File: config.mk
export PLATFORM = sky130hd
export DESIGN_NAME = pscfg_top
export DESIGN_NICKNAME = d
export VERILOG_FILES = /design/src/common/pscfg_pkg.sv /design/src/verilog/pscfg_pinroute.sv /design/src/verilog/pscfg_top.sv
export VERILOG_INCLUDE_DIRS = /design/src /design/src/common
export SDC_FILE = /design/constraint.sdc
export NUM_CORES = 1
export LEC_CHECK = 0
export ABC_AREA = 1
export BUFFER_PORTS_ARGS = -buffer_cell sky130_fd_sc_hd__clkbuf_2
export CORE_MARGIN = 2
export CORE_UTILIZATION = 40
export CTS_BUF_LIST = sky130_fd_sc_hd__clkbuf_8
export DETAILED_ROUTE_END_ITERATION = 12
export GPL_TIMING_DRIVEN = 0
export HOLD_SLACK_MARGIN = 0.05
export PLACE_DENSITY_LB_ADDON = 0.3
export SYNTH_ARGS = -nofsm -noshare
export SYNTH_HDL_FRONTEND = slang
export SYNTH_SLANG_ARGS = --single-unit
File: constraint.sdc
create_clock -name hclk -period 1.3 [get_ports hclk]
set_input_delay 0.26 -clock hclk [delete_from_list [all_inputs] [get_ports hclk]]
set_output_delay 0.26 -clock hclk [all_outputs]
set_load 0.005 [all_outputs]
File: src/common/pscfg_map.svh
// Register indices, field positions, reset values and decode limits of the pin select bank
`ifndef PSCFG_MAP_SVH
`define PSCFG_MAP_SVH

// ************************************************************
// Register indices (byte address is four times the index)
// ************************************************************
`define PSCFG_IDX_GROUP 8'h2C
`define PSCFG_IDX_STANDBY 8'h2D
`define PSCFG_IDX_TEST_A 8'h2E
`define PSCFG_IDX_TEST_B 8'h2F
`define PSCFG_IDX_ACTIVATE 8'h30
`define PSCFG_IDX_BASE_HI 8'h60
`define PSCFG_IDX_BASE_LO 8'h61
`define PSCFG_IDX_IRQ 8'h70
`define PSCFG_IDX_DMA 8'h74

// ************************************************************
// Reset values
// ************************************************************
`define PSCFG_RST_GROUP 2'h0
`define PSCFG_RST_THERMAL 1'h0
`define PSCFG_RST_STANDBY 8'h21
`define PSCFG_RST_TEST 8'h00
`define PSCFG_RST_ACTIVATE 1'h1
`define PSCFG_RST_BASE_HI 8'h03
`define PSCFG_RST_BASE_LO 8'hF0
`define PSCFG_RST_IRQ 4'h6
`define PSCFG_RST_DMA 3'h2

// ************************************************************
// Field positions
// ************************************************************
`define PSCFG_BIT_THERMAL 2
`define PSCFG_BIT_ACTIVE 0
`define PSCFG_PIN_TRI 4
`define PSCFG_PIN_LOW 5

// ************************************************************
// Floppy decode limits
// ************************************************************
`define PSCFG_BASE_MIN 12'h100
`define PSCFG_BASE_MAX 12'hFF8

`endif

File: src/common/pscfg_pkg.sv
// Types shared by the pin select and floppy resource bank
package pscfg_pkg;
	// Function of the eight-pin group
	typedef enum logic [1:0]
	{
		GRP_LOW_TRI = 2'h0,
		GRP_INFRARED = 2'h1,
		GRP_ALL_GPIO = 2'h2,
		GRP_SERIAL_B = 2'h3
	} pscfg_grp_e;

	// Bus slave states, one-hot
	typedef enum logic [2:0]
	{
		BUS_IDLE = 3'h1,
		BUS_WRITE = 3'h2,
		BUS_READ = 3'h4
	} pscfg_bus_e;

	typedef logic [7:0] pscfg_byte_t;
endpackage

File: src/verilog/pscfg_pinroute.sv
// Pin routing for the eight-pin group and the eight standby pins
`timescale 1ns/10ps
`default_nettype none
`include "pscfg_map.svh"

module pscfg_pinroute
(
	input wire logic hclk,
	input wire logic hresetn,
	input wire pscfg_pkg::pscfg_grp_e group_sel,
	input wire logic [7:0] standby_sel,
	input wire logic [7:0] grp_pin_in,
	output logic [7:0] grp_pin_out,
	output logic [7:0] grp_pin_oe,
	input wire logic [7:0] gp_io_group_four_out,
	input wire logic [7:0] gp_io_group_four_oe,
	output logic [7:0] gp_io_group_four_in,
	input wire logic infrared_transmit,
	output logic infrared_receive,
	input wire logic [7:0] serial_b_out,
	input wire logic [7:0] serial_b_oe,
	output logic [7:0] serial_b_in,
	input wire logic [7:0] sb_pin_in,
	output logic [7:0] sb_pin_out,
	output logic [7:0] sb_pin_oe,
	input wire logic [7:0] pm_func_out,
	input wire logic [7:0] pm_func_oe,
	output logic [7:0] pm_func_in,
	input wire logic [7:0] gp_io_bit_5x_out,
	input wire logic [7:0] gp_io_bit_5x_oe,
	output logic [7:0] gp_io_bit_5x_in
);
	import pscfg_pkg::*;

	logic [7:0] grp_meta_q, grp_sync_q, sb_meta_q, sb_sync_q;
	logic [7:0] grp_gpio_mask, grp_out_d, grp_oe_d;
	logic ir_active;

	// Pins are asynchronous: two flops before any logic looks at them
	always_ff @(posedge hclk or negedge hresetn)
	begin
		if (!hresetn)
		begin
			grp_meta_q <= 8'h00;
			grp_sync_q <= 8'h00;
			sb_meta_q <= 8'h00;
			sb_sync_q <= 8'h00;
		end
		else
		begin
			grp_meta_q <= grp_pin_in;
			grp_sync_q <= grp_meta_q;
			sb_meta_q <= sb_pin_in;
			sb_sync_q <= sb_meta_q;
		end
	end

	// Group decode: which pins stay general-purpose in each code
	assign ir_active = (group_sel == GRP_INFRARED);
	assign grp_gpio_mask = (group_sel == GRP_SERIAL_B) ? 8'h00 :
		(group_sel == GRP_ALL_GPIO) ? 8'hFF : 8'hCF;
	assign grp_out_d = (group_sel == GRP_SERIAL_B) ? serial_b_out :
		(gp_io_group_four_out & grp_gpio_mask) |
		(ir_active ? {2'h0, infrared_transmit, 5'h00} : 8'h00);
	// Code 00 parks pin A floating and drives pin B low
	assign grp_oe_d = (group_sel == GRP_SERIAL_B) ? serial_b_oe :
		(gp_io_group_four_oe & grp_gpio_mask) |
		((group_sel == GRP_LOW_TRI || ir_active) ? 8'h20 : 8'h00);

	// Registered pin drive keeps every output glitch free
	always_ff @(posedge hclk or negedge hresetn)
	begin
		if (!hresetn)
		begin
			grp_pin_out <= 8'h00;
			grp_pin_oe <= 8'h00;
			gp_io_group_four_in <= 8'h00;
			infrared_receive <= 1'b0;
			serial_b_in <= 8'h00;
			sb_pin_out <= 8'h00;
			sb_pin_oe <= 8'h00;
			pm_func_in <= 8'h00;
			gp_io_bit_5x_in <= 8'h00;
		end
		else
		begin
			grp_pin_out <= grp_out_d;
			grp_pin_oe <= grp_oe_d;
			gp_io_group_four_in <= grp_sync_q & grp_gpio_mask;
			infrared_receive <= ir_active & grp_sync_q[`PSCFG_PIN_TRI];
			serial_b_in <= (group_sel == GRP_SERIAL_B) ? grp_sync_q : 8'h00;
			// Clear bit picks the power function, set bit the GPIO
			sb_pin_out <= (pm_func_out & ~standby_sel) | (gp_io_bit_5x_out & standby_sel);
			sb_pin_oe <= (pm_func_oe & ~standby_sel) | (gp_io_bit_5x_oe & standby_sel);
			pm_func_in <= sb_sync_q & ~standby_sel;
			gp_io_bit_5x_in <= sb_sync_q & standby_sel;
		end
	end
endmodule
`default_nettype wire

File: src/verilog/pscfg_top.sv
// Pin select and floppy resource configuration bank with an AHB-Lite slave
//
// The AHB-Lite slave port was decided locally.
`timescale 1ns/10ps
`default_nettype none
`include "pscfg_map.svh"

module pscfg_top
(
	input wire logic hclk,
	input wire logic hresetn,
	input wire logic resume_reset_n,
	input wire logic battery_reset_n,
	input wire logic hsel,
	input wire logic [31:0] haddr,
	input wire logic [1:0] htrans,
	input wire logic hwrite,
	input wire logic [2:0] hsize,
	input wire logic [31:0] hwdata,
	input wire logic hready,
	output logic hreadyout,
	output logic [31:0] hrdata,
	output logic hresp,
	output logic thermal_shutdown_enable,
	output logic floppy_active,
	input wire logic io_valid,
	input wire logic [11:0] io_addr,
	output logic floppy_io_select,
	input wire logic floppy_irq_req,
	input wire logic floppy_drq_req,
	output logic [15:0] floppy_irq_lines,
	output logic [3:0] floppy_dma_req,
	input wire logic [7:0] grp_pin_in,
	output logic [7:0] grp_pin_out,
	output logic [7:0] grp_pin_oe,
	input wire logic [7:0] gp_io_group_four_out,
	input wire logic [7:0] gp_io_group_four_oe,
	output logic [7:0] gp_io_group_four_in,
	input wire logic infrared_transmit,
	output logic infrared_receive,
	input wire logic [7:0] serial_b_out,
	input wire logic [7:0] serial_b_oe,
	output logic [7:0] serial_b_in,
	input wire logic [7:0] sb_pin_in,
	output logic [7:0] sb_pin_out,
	output logic [7:0] sb_pin_oe,
	input wire logic [7:0] pm_func_out,
	input wire logic [7:0] pm_func_oe,
	output logic [7:0] pm_func_in,
	input wire logic [7:0] gp_io_bit_5x_out,
	input wire logic [7:0] gp_io_bit_5x_oe,
	output logic [7:0] gp_io_bit_5x_in
);
	import pscfg_pkg::*;

	// ************************************************************
	// Register storage
	// ************************************************************
	// Only implemented bits are stored, so reserved bits cannot hold state
	pscfg_grp_e group_q;
	logic thermal_q;
	pscfg_byte_t standby_q;
	pscfg_byte_t test_a_q;
	pscfg_byte_t test_b_q;
	logic active_q;
	logic [3:0] base_hi_q;
	logic [4:0] base_lo_q;
	logic [3:0] irq_sel_q;
	logic [2:0] dma_sel_q;

	// ************************************************************
	// Bus slave state
	// ************************************************************
	pscfg_bus_e bus_q, bus_d;
	logic [7:0] idx_q;
	logic [31:0] rdata_d;
	logic take;
	logic take_wr;
	logic take_rd;
	logic wr_now;
	logic [7:0] wbyte;

	// Map a register index onto its read value; reserved bits give zero
	function automatic logic [31:0] read_reg(input logic [7:0] idx, input pscfg_grp_e grp,
		input logic therm, input pscfg_byte_t sb, input pscfg_byte_t ta,
		input pscfg_byte_t tb, input logic act, input logic [3:0] bh,
		input logic [4:0] bl, input logic [3:0] irq, input logic [2:0] dma);
		logic [7:0] v;
		begin
			v = 8'h00;
			case (idx)
				`PSCFG_IDX_GROUP: v = {5'h00, therm, grp};
				`PSCFG_IDX_STANDBY: v = sb;
				`PSCFG_IDX_TEST_A: v = ta;
				`PSCFG_IDX_TEST_B: v = tb;
				`PSCFG_IDX_ACTIVATE: v = {7'h00, act};
				`PSCFG_IDX_BASE_HI: v = {4'h0, bh};
				`PSCFG_IDX_BASE_LO: v = {bl, 3'h0};
				`PSCFG_IDX_IRQ: v = {4'h0, irq};
				`PSCFG_IDX_DMA: v = {5'h00, dma};
				default: v = 8'h00;
			endcase
			read_reg = {24'h000000, v};
		end
	endfunction

	// Tell whether an index hits a write to a given register
	function automatic logic hit(input logic [7:0] idx, input logic [7:0] reg_idx,
		input logic en);
		begin
			hit = en && (idx == reg_idx);
		end
	endfunction

	// ************************************************************
	// Address phase decode
	// ************************************************************
	// Only NONSEQ and SEQ transfers with the bus ready are taken
	assign take = hsel && htrans[1] && hready;
	assign take_wr = take && hwrite;
	assign take_rd = take && !hwrite;
	assign wr_now = (bus_q == BUS_WRITE);
	assign wbyte = hwdata[7:0];
	assign rdata_d = read_reg(idx_q, group_q, thermal_q, standby_q, test_a_q, test_b_q,
		active_q, base_hi_q, base_lo_q, irq_sel_q, dma_sel_q);

	// Next state: reads insert one wait so the data comes from a flop
	always_comb
	begin
		bus_d = BUS_IDLE;
		case (bus_q)
			BUS_IDLE, BUS_WRITE:
			begin
				if (take_wr)
					bus_d = BUS_WRITE;
				else if (take_rd)
					bus_d = BUS_READ;
				else
					bus_d = BUS_IDLE;
			end
			BUS_READ: bus_d = BUS_IDLE;
			default: bus_d = BUS_IDLE;
		endcase
	end

	// Bus state, address capture and response
	always_ff @(posedge hclk or negedge hresetn)
	begin
		if (!hresetn)
		begin
			bus_q <= BUS_IDLE;
			idx_q <= 8'h00;
			hreadyout <= 1'b1;
			hrdata <= 32'h00000000;
			hresp <= 1'b0;
		end
		else
		begin
			bus_q <= bus_d;
			if (take)
				idx_q <= haddr[9:2];
			hreadyout <= !take_rd;
			hresp <= 1'b0;
			if (bus_q == BUS_READ)
				hrdata <= rdata_d;
		end
	end

	// ************************************************************
	// Battery domain
	// ************************************************************
	// Kept by its own reset so a system reset cannot drop the setting
	always_ff @(posedge hclk or negedge battery_reset_n)
	begin
		if (!battery_reset_n)
			thermal_q <= `PSCFG_RST_THERMAL;
		else if (hit(idx_q, `PSCFG_IDX_GROUP, wr_now))
			thermal_q <= wbyte[`PSCFG_BIT_THERMAL];
	end

	assign thermal_shutdown_enable = thermal_q;

	// ************************************************************
	// Standby domain
	// ************************************************************
	// Only the resume reset returns this register to its default
	always_ff @(posedge hclk or negedge resume_reset_n)
	begin
		if (!resume_reset_n)
			standby_q <= `PSCFG_RST_STANDBY;
		else if (hit(idx_q, `PSCFG_IDX_STANDBY, wr_now))
			standby_q <= wbyte;
	end

	// ************************************************************
	// System reset domain
	// ************************************************************
	// Group select and test registers
	always_ff @(posedge hclk or negedge hresetn)
	begin
		if (!hresetn)
		begin
			group_q <= pscfg_grp_e'(`PSCFG_RST_GROUP);
			test_a_q <= `PSCFG_RST_TEST;
			test_b_q <= `PSCFG_RST_TEST;
		end
		else
		begin
			if (hit(idx_q, `PSCFG_IDX_GROUP, wr_now))
				group_q <= pscfg_grp_e'(wbyte[1:0]);
			if (hit(idx_q, `PSCFG_IDX_TEST_A, wr_now))
				test_a_q <= wbyte;
			if (hit(idx_q, `PSCFG_IDX_TEST_B, wr_now))
				test_b_q <= wbyte;
		end
	end

	// Floppy resources; unwritable bits are never stored
	always_ff @(posedge hclk or negedge hresetn)
	begin
		if (!hresetn)
		begin
			active_q <= `PSCFG_RST_ACTIVATE;
			base_hi_q <= 4'(`PSCFG_RST_BASE_HI);
			base_lo_q <= 5'(`PSCFG_RST_BASE_LO >> 3); // Only address bits 7:3 are stored
			irq_sel_q <= `PSCFG_RST_IRQ;
			dma_sel_q <= `PSCFG_RST_DMA;
		end
		else
		begin
			if (hit(idx_q, `PSCFG_IDX_ACTIVATE, wr_now))
				active_q <= wbyte[`PSCFG_BIT_ACTIVE];
			if (hit(idx_q, `PSCFG_IDX_BASE_HI, wr_now))
				base_hi_q <= wbyte[3:0];
			if (hit(idx_q, `PSCFG_IDX_BASE_LO, wr_now))
				base_lo_q <= wbyte[7:3];
			if (hit(idx_q, `PSCFG_IDX_IRQ, wr_now))
				irq_sel_q <= wbyte[3:0];
			if (hit(idx_q, `PSCFG_IDX_DMA, wr_now))
				dma_sel_q <= wbyte[2:0];
		end
	end

	// ************************************************************
	// Floppy resource decode
	// ************************************************************
	logic [11:0] base_addr;
	logic base_legal;
	logic io_hit;
	logic [15:0] irq_onehot;
	logic [3:0] dma_onehot;

	// A base below the legal window decodes nothing rather than alias
	assign base_addr = {base_hi_q, base_lo_q, 3'h0};
	assign base_legal = (base_addr >= `PSCFG_BASE_MIN) && (base_addr <= `PSCFG_BASE_MAX);
	assign io_hit = io_valid && base_legal && (io_addr[11:3] == base_addr[11:3]);
	// IRQ code zero selects no line, so a cleared IRQ register is harmless; DMA codes 4 to 7 select none
	assign irq_onehot = (irq_sel_q == 4'h0) ? 16'h0000 : (16'h0001 << irq_sel_q);
	assign dma_onehot = dma_sel_q[2] ? 4'h0 : (4'h1 << dma_sel_q[1:0]);

	// Registered resource outputs, all held off while inactive
	always_ff @(posedge hclk or negedge hresetn)
	begin
		if (!hresetn)
		begin
			floppy_active <= 1'b0;
			floppy_io_select <= 1'b0;
			floppy_irq_lines <= 16'h0000;
			floppy_dma_req <= 4'h0;
		end
		else
		begin
			floppy_active <= active_q;
			floppy_io_select <= active_q && io_hit;
			floppy_irq_lines <= (active_q && floppy_irq_req) ? irq_onehot : 16'h0000;
			floppy_dma_req <= (active_q && floppy_drq_req) ? dma_onehot : 4'h0;
		end
	end

	// ************************************************************
	// Pin routing
	// ************************************************************
	pscfg_pinroute u_pinroute
	(
		.hclk(hclk),
		.hresetn(hresetn),
		.group_sel(group_q),
		.standby_sel(standby_q),
		.grp_pin_in(grp_pin_in),
		.grp_pin_out(grp_pin_out),
		.grp_pin_oe(grp_pin_oe),
		.gp_io_group_four_out(gp_io_group_four_out),
		.gp_io_group_four_oe(gp_io_group_four_oe),
		.gp_io_group_four_in(gp_io_group_four_in),
		.infrared_transmit(infrared_transmit),
		.infrared_receive(infrared_receive),
		.serial_b_out(serial_b_out),
		.serial_b_oe(serial_b_oe),
		.serial_b_in(serial_b_in),
		.sb_pin_in(sb_pin_in),
		.sb_pin_out(sb_pin_out),
		.sb_pin_oe(sb_pin_oe),
		.pm_func_out(pm_func_out),
		.pm_func_oe(pm_func_oe),
		.pm_func_in(pm_func_in),
		.gp_io_bit_5x_out(gp_io_bit_5x_out),
		.gp_io_bit_5x_oe(gp_io_bit_5x_oe),
		.gp_io_bit_5x_in(gp_io_bit_5x_in)
	);

	// hsize is accepted for every access; the bank is word-only
	logic unused_ok;
	assign unused_ok = &{1'b0, hsize, haddr[31:10], haddr[1:0], hwdata[31:8]};
endmodule
`default_nettype wire
# Word level (Yosys, flattened, before mapping)

Index checks and enable logic that the tools add are counted.

Output and inout bits: 122
Flip-flop bits (word level): 183
Logic and storage cells: 106
Input port bits: 172

Bitwise operators: 15
Multiplexer cells: 15
Magnitude comparators: 2
Reduce and logical (&&, ||, !) cells: 25
Equality and inequality tests: 16
Shifts and indexed selects: 2

Operator list:

| cell                                                                   | count |
|---|---|
| 8-bit AND                                                              | 9 |
| 8-bit one-hot mux with 9 select lines                                  | 1 |
| 8-bit by 6-bit == test with 1-bit output, second input constant        | 5 |
| 8-bit by 7-bit == test with 1-bit output, second input constant        | 4 |
| 16-bit two-way mux                                                     | 2 |
| 8-bit two-way mux                                                      | 4 |
| 8-bit bitwise OR                                                       | 4 |
| 1-bit logical AND                                                      | 19 |
| 6-bit two-way mux                                                      | 3 |
| 1-bit by 4-bit << shifter with 16-bit output, first input constant     | 1 |
| 12-bit by 9-bit >= comparator with 1-bit output, second input constant | 1 |
| 12-bit <= comparator, second input constant                            | 1 |
| 9-bit == test                                                          | 1 |
| 3-bit two-way mux                                                      | 3 |
| 4-bit two-way mux                                                      | 2 |
| 8-bit inverter                                                         | 1 |
| 2-bit == test, second input constant                                   | 2 |
| 4-bit zero test                                                        | 1 |
| 1-bit by 2-bit << shifter with 4-bit output, first input constant      | 1 |
| 3-bit by 1-bit == test with 1-bit output, second input constant        | 1 |
| 3-bit by 2-bit == test with 1-bit output, second input constant        | 1 |
| 3-bit == test, second input constant                                   | 1 |
| 2-bit by 1-bit == test with 1-bit output, second input constant        | 1 |
| 1-bit zero test                                                        | 2 |
| 4 further kinds                                                        | 4 |

# Longest topological paths before layout

Depth after elaboration: 6
Gate-level depth with buffers: 10
Depth with buffers taken out: 9

# Cells and area by module

Synthesis repeated with hierarchy kept, for this count alone.

Cell total of the unflattened synthesis: 721
Area, all modules: 7,044.3 µm²

By module, submodules not included:

| module         | instances | cells an instance | area an instance (µm²) | sequential area each (µm²) |
|---|---|---|---|---|
| pscfg_top      | 1         | 460               | 3,955.0                | 2,169.6 |
| pscfg_pinroute | 1         | 261               | 3,089.2                | 2,427.3 |

# Worst setup path before layout

No wires, ideal clock.

Kind: flip-flop to flip-flop
From: register idx_q[4]
To: register test_a_q[6]
Cell stages (with the launch flop): 8
Period minus slack after synthesis: 1.258 ns
Path slack: 0.042 ns
Arrival time: 1.139 ns
Library setup time: 0.119 ns
Required time: 1.181 ns
Buffers on the path: 1
Cell sequence: dfrtp_1 > inv_1 > nand2_4 > nor2_8 > nand3_4 > buf_6 > nand2_1 > o21ai_2

Cells in the longest elaborated chain, start to end: 2

RTL lines:

| what                                     | RTL line         | RTL |
|---|---|---|
| from (decl)                              | pscfg_top.sv:75  | `logic [7:0] idx_q;` |
| from (signal assigned)                   | pscfg_top.sv:161 | `idx_q <= haddr[9:2];` |
| 8-bit by 6-bit == test with 1-bit output | pscfg_top.sv:111 | `hit = en && (idx == reg_idx);` |
| 1-bit logical AND                        | pscfg_top.sv:111 |  |
| to (signal assigned)                     | pscfg_top.sv:204 | `` test_a_q <= `PSCFG_RST_TEST; `` |
| to (signal assigned)                     | pscfg_top.sv:212 | `test_a_q <= wbyte;` |
| to (decl)                                | pscfg_top.sv:63  | `pscfg_byte_t test_a_q;` |

No other way between the ends.
A chain may end at the register's enable or synchronous reset.

# Worst setup path after layout

From: register idx_q[4]
To: register test_a_q[3]

The elaborated chain is that of the path after synthesis.

==> flow_metrics.env <==
export IMPL_outcome="finished, violations left"
export IMPL_violations="negative hold slack, negative setup slack"
export IMPL_drt_iter0_markers=293
export IMPL_routed_wl_microns=18800
export IMPL_syn_inst=688
export IMPL_grt_pass1_vias=6098
export IMPL_hold_path_class="in2async"
export IMPL_yosysWarningCount=0
export IMPL_drive_above_1_share_pct=41.6
export IMPL_worst_r2r_path_depth=8
export IMPL_top_register="floppy_irq_lines"
export IMPL_slew_headroom_pct=53.4
export IMPL_coreArea_sq_um=17800
export IMPL_antenna_found_initial=0
export IMPL_path_cells="inv_2, nand2_4, nor2_8, buf_12, nand3_4, buf_6, nand2_2, o21ai_1"
export IMPL_root_buffer="clkbuf_8"
export IMPL_clk_pin_slew_worst_paths_ns=0.10
export IMPL_avgSynthCellArea_sq_um=10.5
export IMPL_cp_slowest_cell="dfrtp_1"
export IMPL_ys_ff_latch=183
export IMPL_fin_ws_ns=-0.0913
export IMPL_finalNetCount=1253
export IMPL_portBuffers=213
export IMPL_first_pass_iters=5
export IMPL_cap_violations=0
export IMPL_largest_reg_flops=16
export IMPL_htreeDepth=4
export IMPL_die_h_microns=138
export IMPL_tightest_slew_ns=0.698
export IMPL_cts_hold_buffers_added=100
export IMPL_period_share_pct=107
export IMPL_rows=49
export IMPL_cts_buffers=17
export IMPL_start_kind="register"
export IMPL_netlist_area_sq_um=7190
export IMPL_ir_drop_uv=636
export IMPL_finClkSkew_ns=0.0174
export IMPL_route_detailed_drc=0
export IMPL_mostFrequentLayoutCell="clkbuf_2"
export IMPL_cts_tree="built"
export IMPL_grt_max_degree=92
export IMPL_io_pins=294
export IMPL_die_w_microns=138
export IMPL_viasPerCell=4.56
export IMPL_max_freq_mhz=719
export IMPL_min_period_ns=1.39
export IMPL_cp_max_fo=7
export IMPL_place_congestion=0.815
export IMPL_rsz0062_at_grt="true"
export IMPL_syn_to_final_growth_pct=50.4
export IMPL_max_stage_delay_ns=0.41
export IMPL_p_leak_nw=5.78
export IMPL_die_area_sq_um=19100
export IMPL_yosysUniqueCellTypes=35
export IMPL_dpl_hpwl_microns=12100
export IMPL_hold_ws_ns=-0.181
export IMPL_p_per_area_nw_per_um2=1050
export IMPL_utilization_pct=60.8
export IMPL_seq_area_frac_synth_pct=63.9
export IMPL_detail_route_antenna_nets=0
export IMPL_clockBufferDepth=2
export IMPL_arrival_ns=1.74
export IMPL_path_class="reg2reg"
export IMPL_crit_required_ns=1.65
export IMPL_grt_use_total_pct=20.0
export IMPL_grt_pass1_wl_microns=30500
export IMPL_grt_ovfl_total=0
export IMPL_clk_latency_ns=0.47
export IMPL_initial_core_util_pct=40.4
export IMPL_finalHoldViolCount=71
export IMPL_setup_violations=36
export IMPL_antennaDiodeCount=0
export IMPL_cts_sinks=183
export IMPL_mostFrequentLayoutCells="216 x clkbuf_2, 168 x dfrtp_1, 133 x nand2_1"
export IMPL_maxSlewViolCount=0
export IMPL_endpoint_kind="register"
export IMPL_vias=6036
export IMPL_avgRoutedWirePerCell_microns=14.2
## routing by layer
metal	routed length (microns)	up-vias	track usage, %	share of wire (%)
li1	-	2936	-	-
met1	7700	2852	25.0	41
met2	9610	227	34.5	51
met3	1140	21	4.68	6.1
met4	300	0	6.23	1.6
met5	0	-	0	0
## power by group
part,internal [mW],total [mW],switching [mW]
clock network,1.50,3.92,2.42
logic,0.705,1.44,0.740
registers,5.88,5.97,0.0893
total,8.09,11.3,3.25
## synthesized netlist by cell type
master	n	area [sq um]
nand2_2	4	25.0
nor4_1	4	25.0
a211oi_1	2	15.0
dfrtp_1	169	4230
nand3_2	4	40.0
inv_1	65	244
nor2_8	5	100
dfstp_2	14	368
o21ai_0	31	155
buf_2	1	5.00
nand2_1	164	616
clkbuf_1	7	26.3
a22o_1	3	26.3
nor3_1	5	25.0
nor2_1	64	240
a21oi_1	2	10.0
conb_1	1	3.75
inv_2	3	11.3
nand3_1	48	240
o21ai_2	8	70.1
o21a_1	1	7.51
xor2_1	1	8.76
nand2_4	2	22.5
o22a_1	1	8.76
nand3_4	4	70.1
and3_2	1	7.51
o21ai_1	19	95.1
o22ai_1	2	12.5
nand4_1	3	18.8
mux2_2	14	158
buf_6	4	45.0
buf_4	26	195
nor2_2	1	6.26
buf_8	1	15.0
nor2_4	4	45.0
## final timing paths
path,from,to,slack (ns)
min in group hclk,floppy_irq_req,floppy_irq_lines[10],0.09
max,idx_q[4],test_a_q[3],-0.09
max reg2reg,idx_q[4],test_a_q[3],-0.09
min reg2reg,u_pinroute.sb_meta_q[2],u_pinroute.sb_sync_q[2],0.35
max in group asynchronous,hresetn,u_pinroute.pm_func_in[3],0.60
min,hresetn,floppy_irq_lines[15],-0.18
## kinds of logic after synthesis
group / after synthesis / synth area share, %
compound gates: 69 / 5.57
flops: 183 / 63.9
mux: 14 / 2.19
simple gates: 313 / 20.6
other cells: 1 / 0.0522
xor+xnor: 1 / 0.122
buf+inv: 107 / 7.53
## critical path, delay by kind of cell, from the launching register on
kind,cells,cell delay (ns)
buf+inv,3,0.38
compound gates,1,0.06
simple gates,4,0.42
flops,1,0.41
## area by class of cell
class / instances / area, sq um
multi-input cells: 424 / 2460
repair buffers: 349 / 2490
inverters: 68 / 255
plain buffers: 38 / 292
clock buffers: 17 / 234
clock inverters: 15 / 201
well taps: 229 / 287
flip-flops and latches: 183 / 4600
fillers: 1458 / 6960
## stage by stage
stage / area [sq um] / setup WS (ns) / total power, mW / cells / TNS [ns]
2_1_floorplan: 7280 / 0.0417 / 6.56 / 713 / 0
3_3_place_gp: 8640 / -3.20 / 7.03 / 1155 / -542.14
3_5_place_dp: 8670 / -0.138 / 7.06 / 1156 / -3.61
4_1_cts: 10500 / -0.0884 / 11.4 / 1313 / -1.15
5_1_grt: 10800 / -0.160 / 11.9 / 1323 / -5.04
6_report: 10800 / -0.0913 / 11.3 / 1323 / -1.83
## repair_timing
action,4_1_cts,5_1_grt
endpoints found under the setup margin,73,80
buffers inserted,21,10
endpoints found under the hold margin,150,71
resized for setup,60,71
pin swaps,15,29
cloned,4,1
Note: power is estimated with default switching activity, not from simulation.
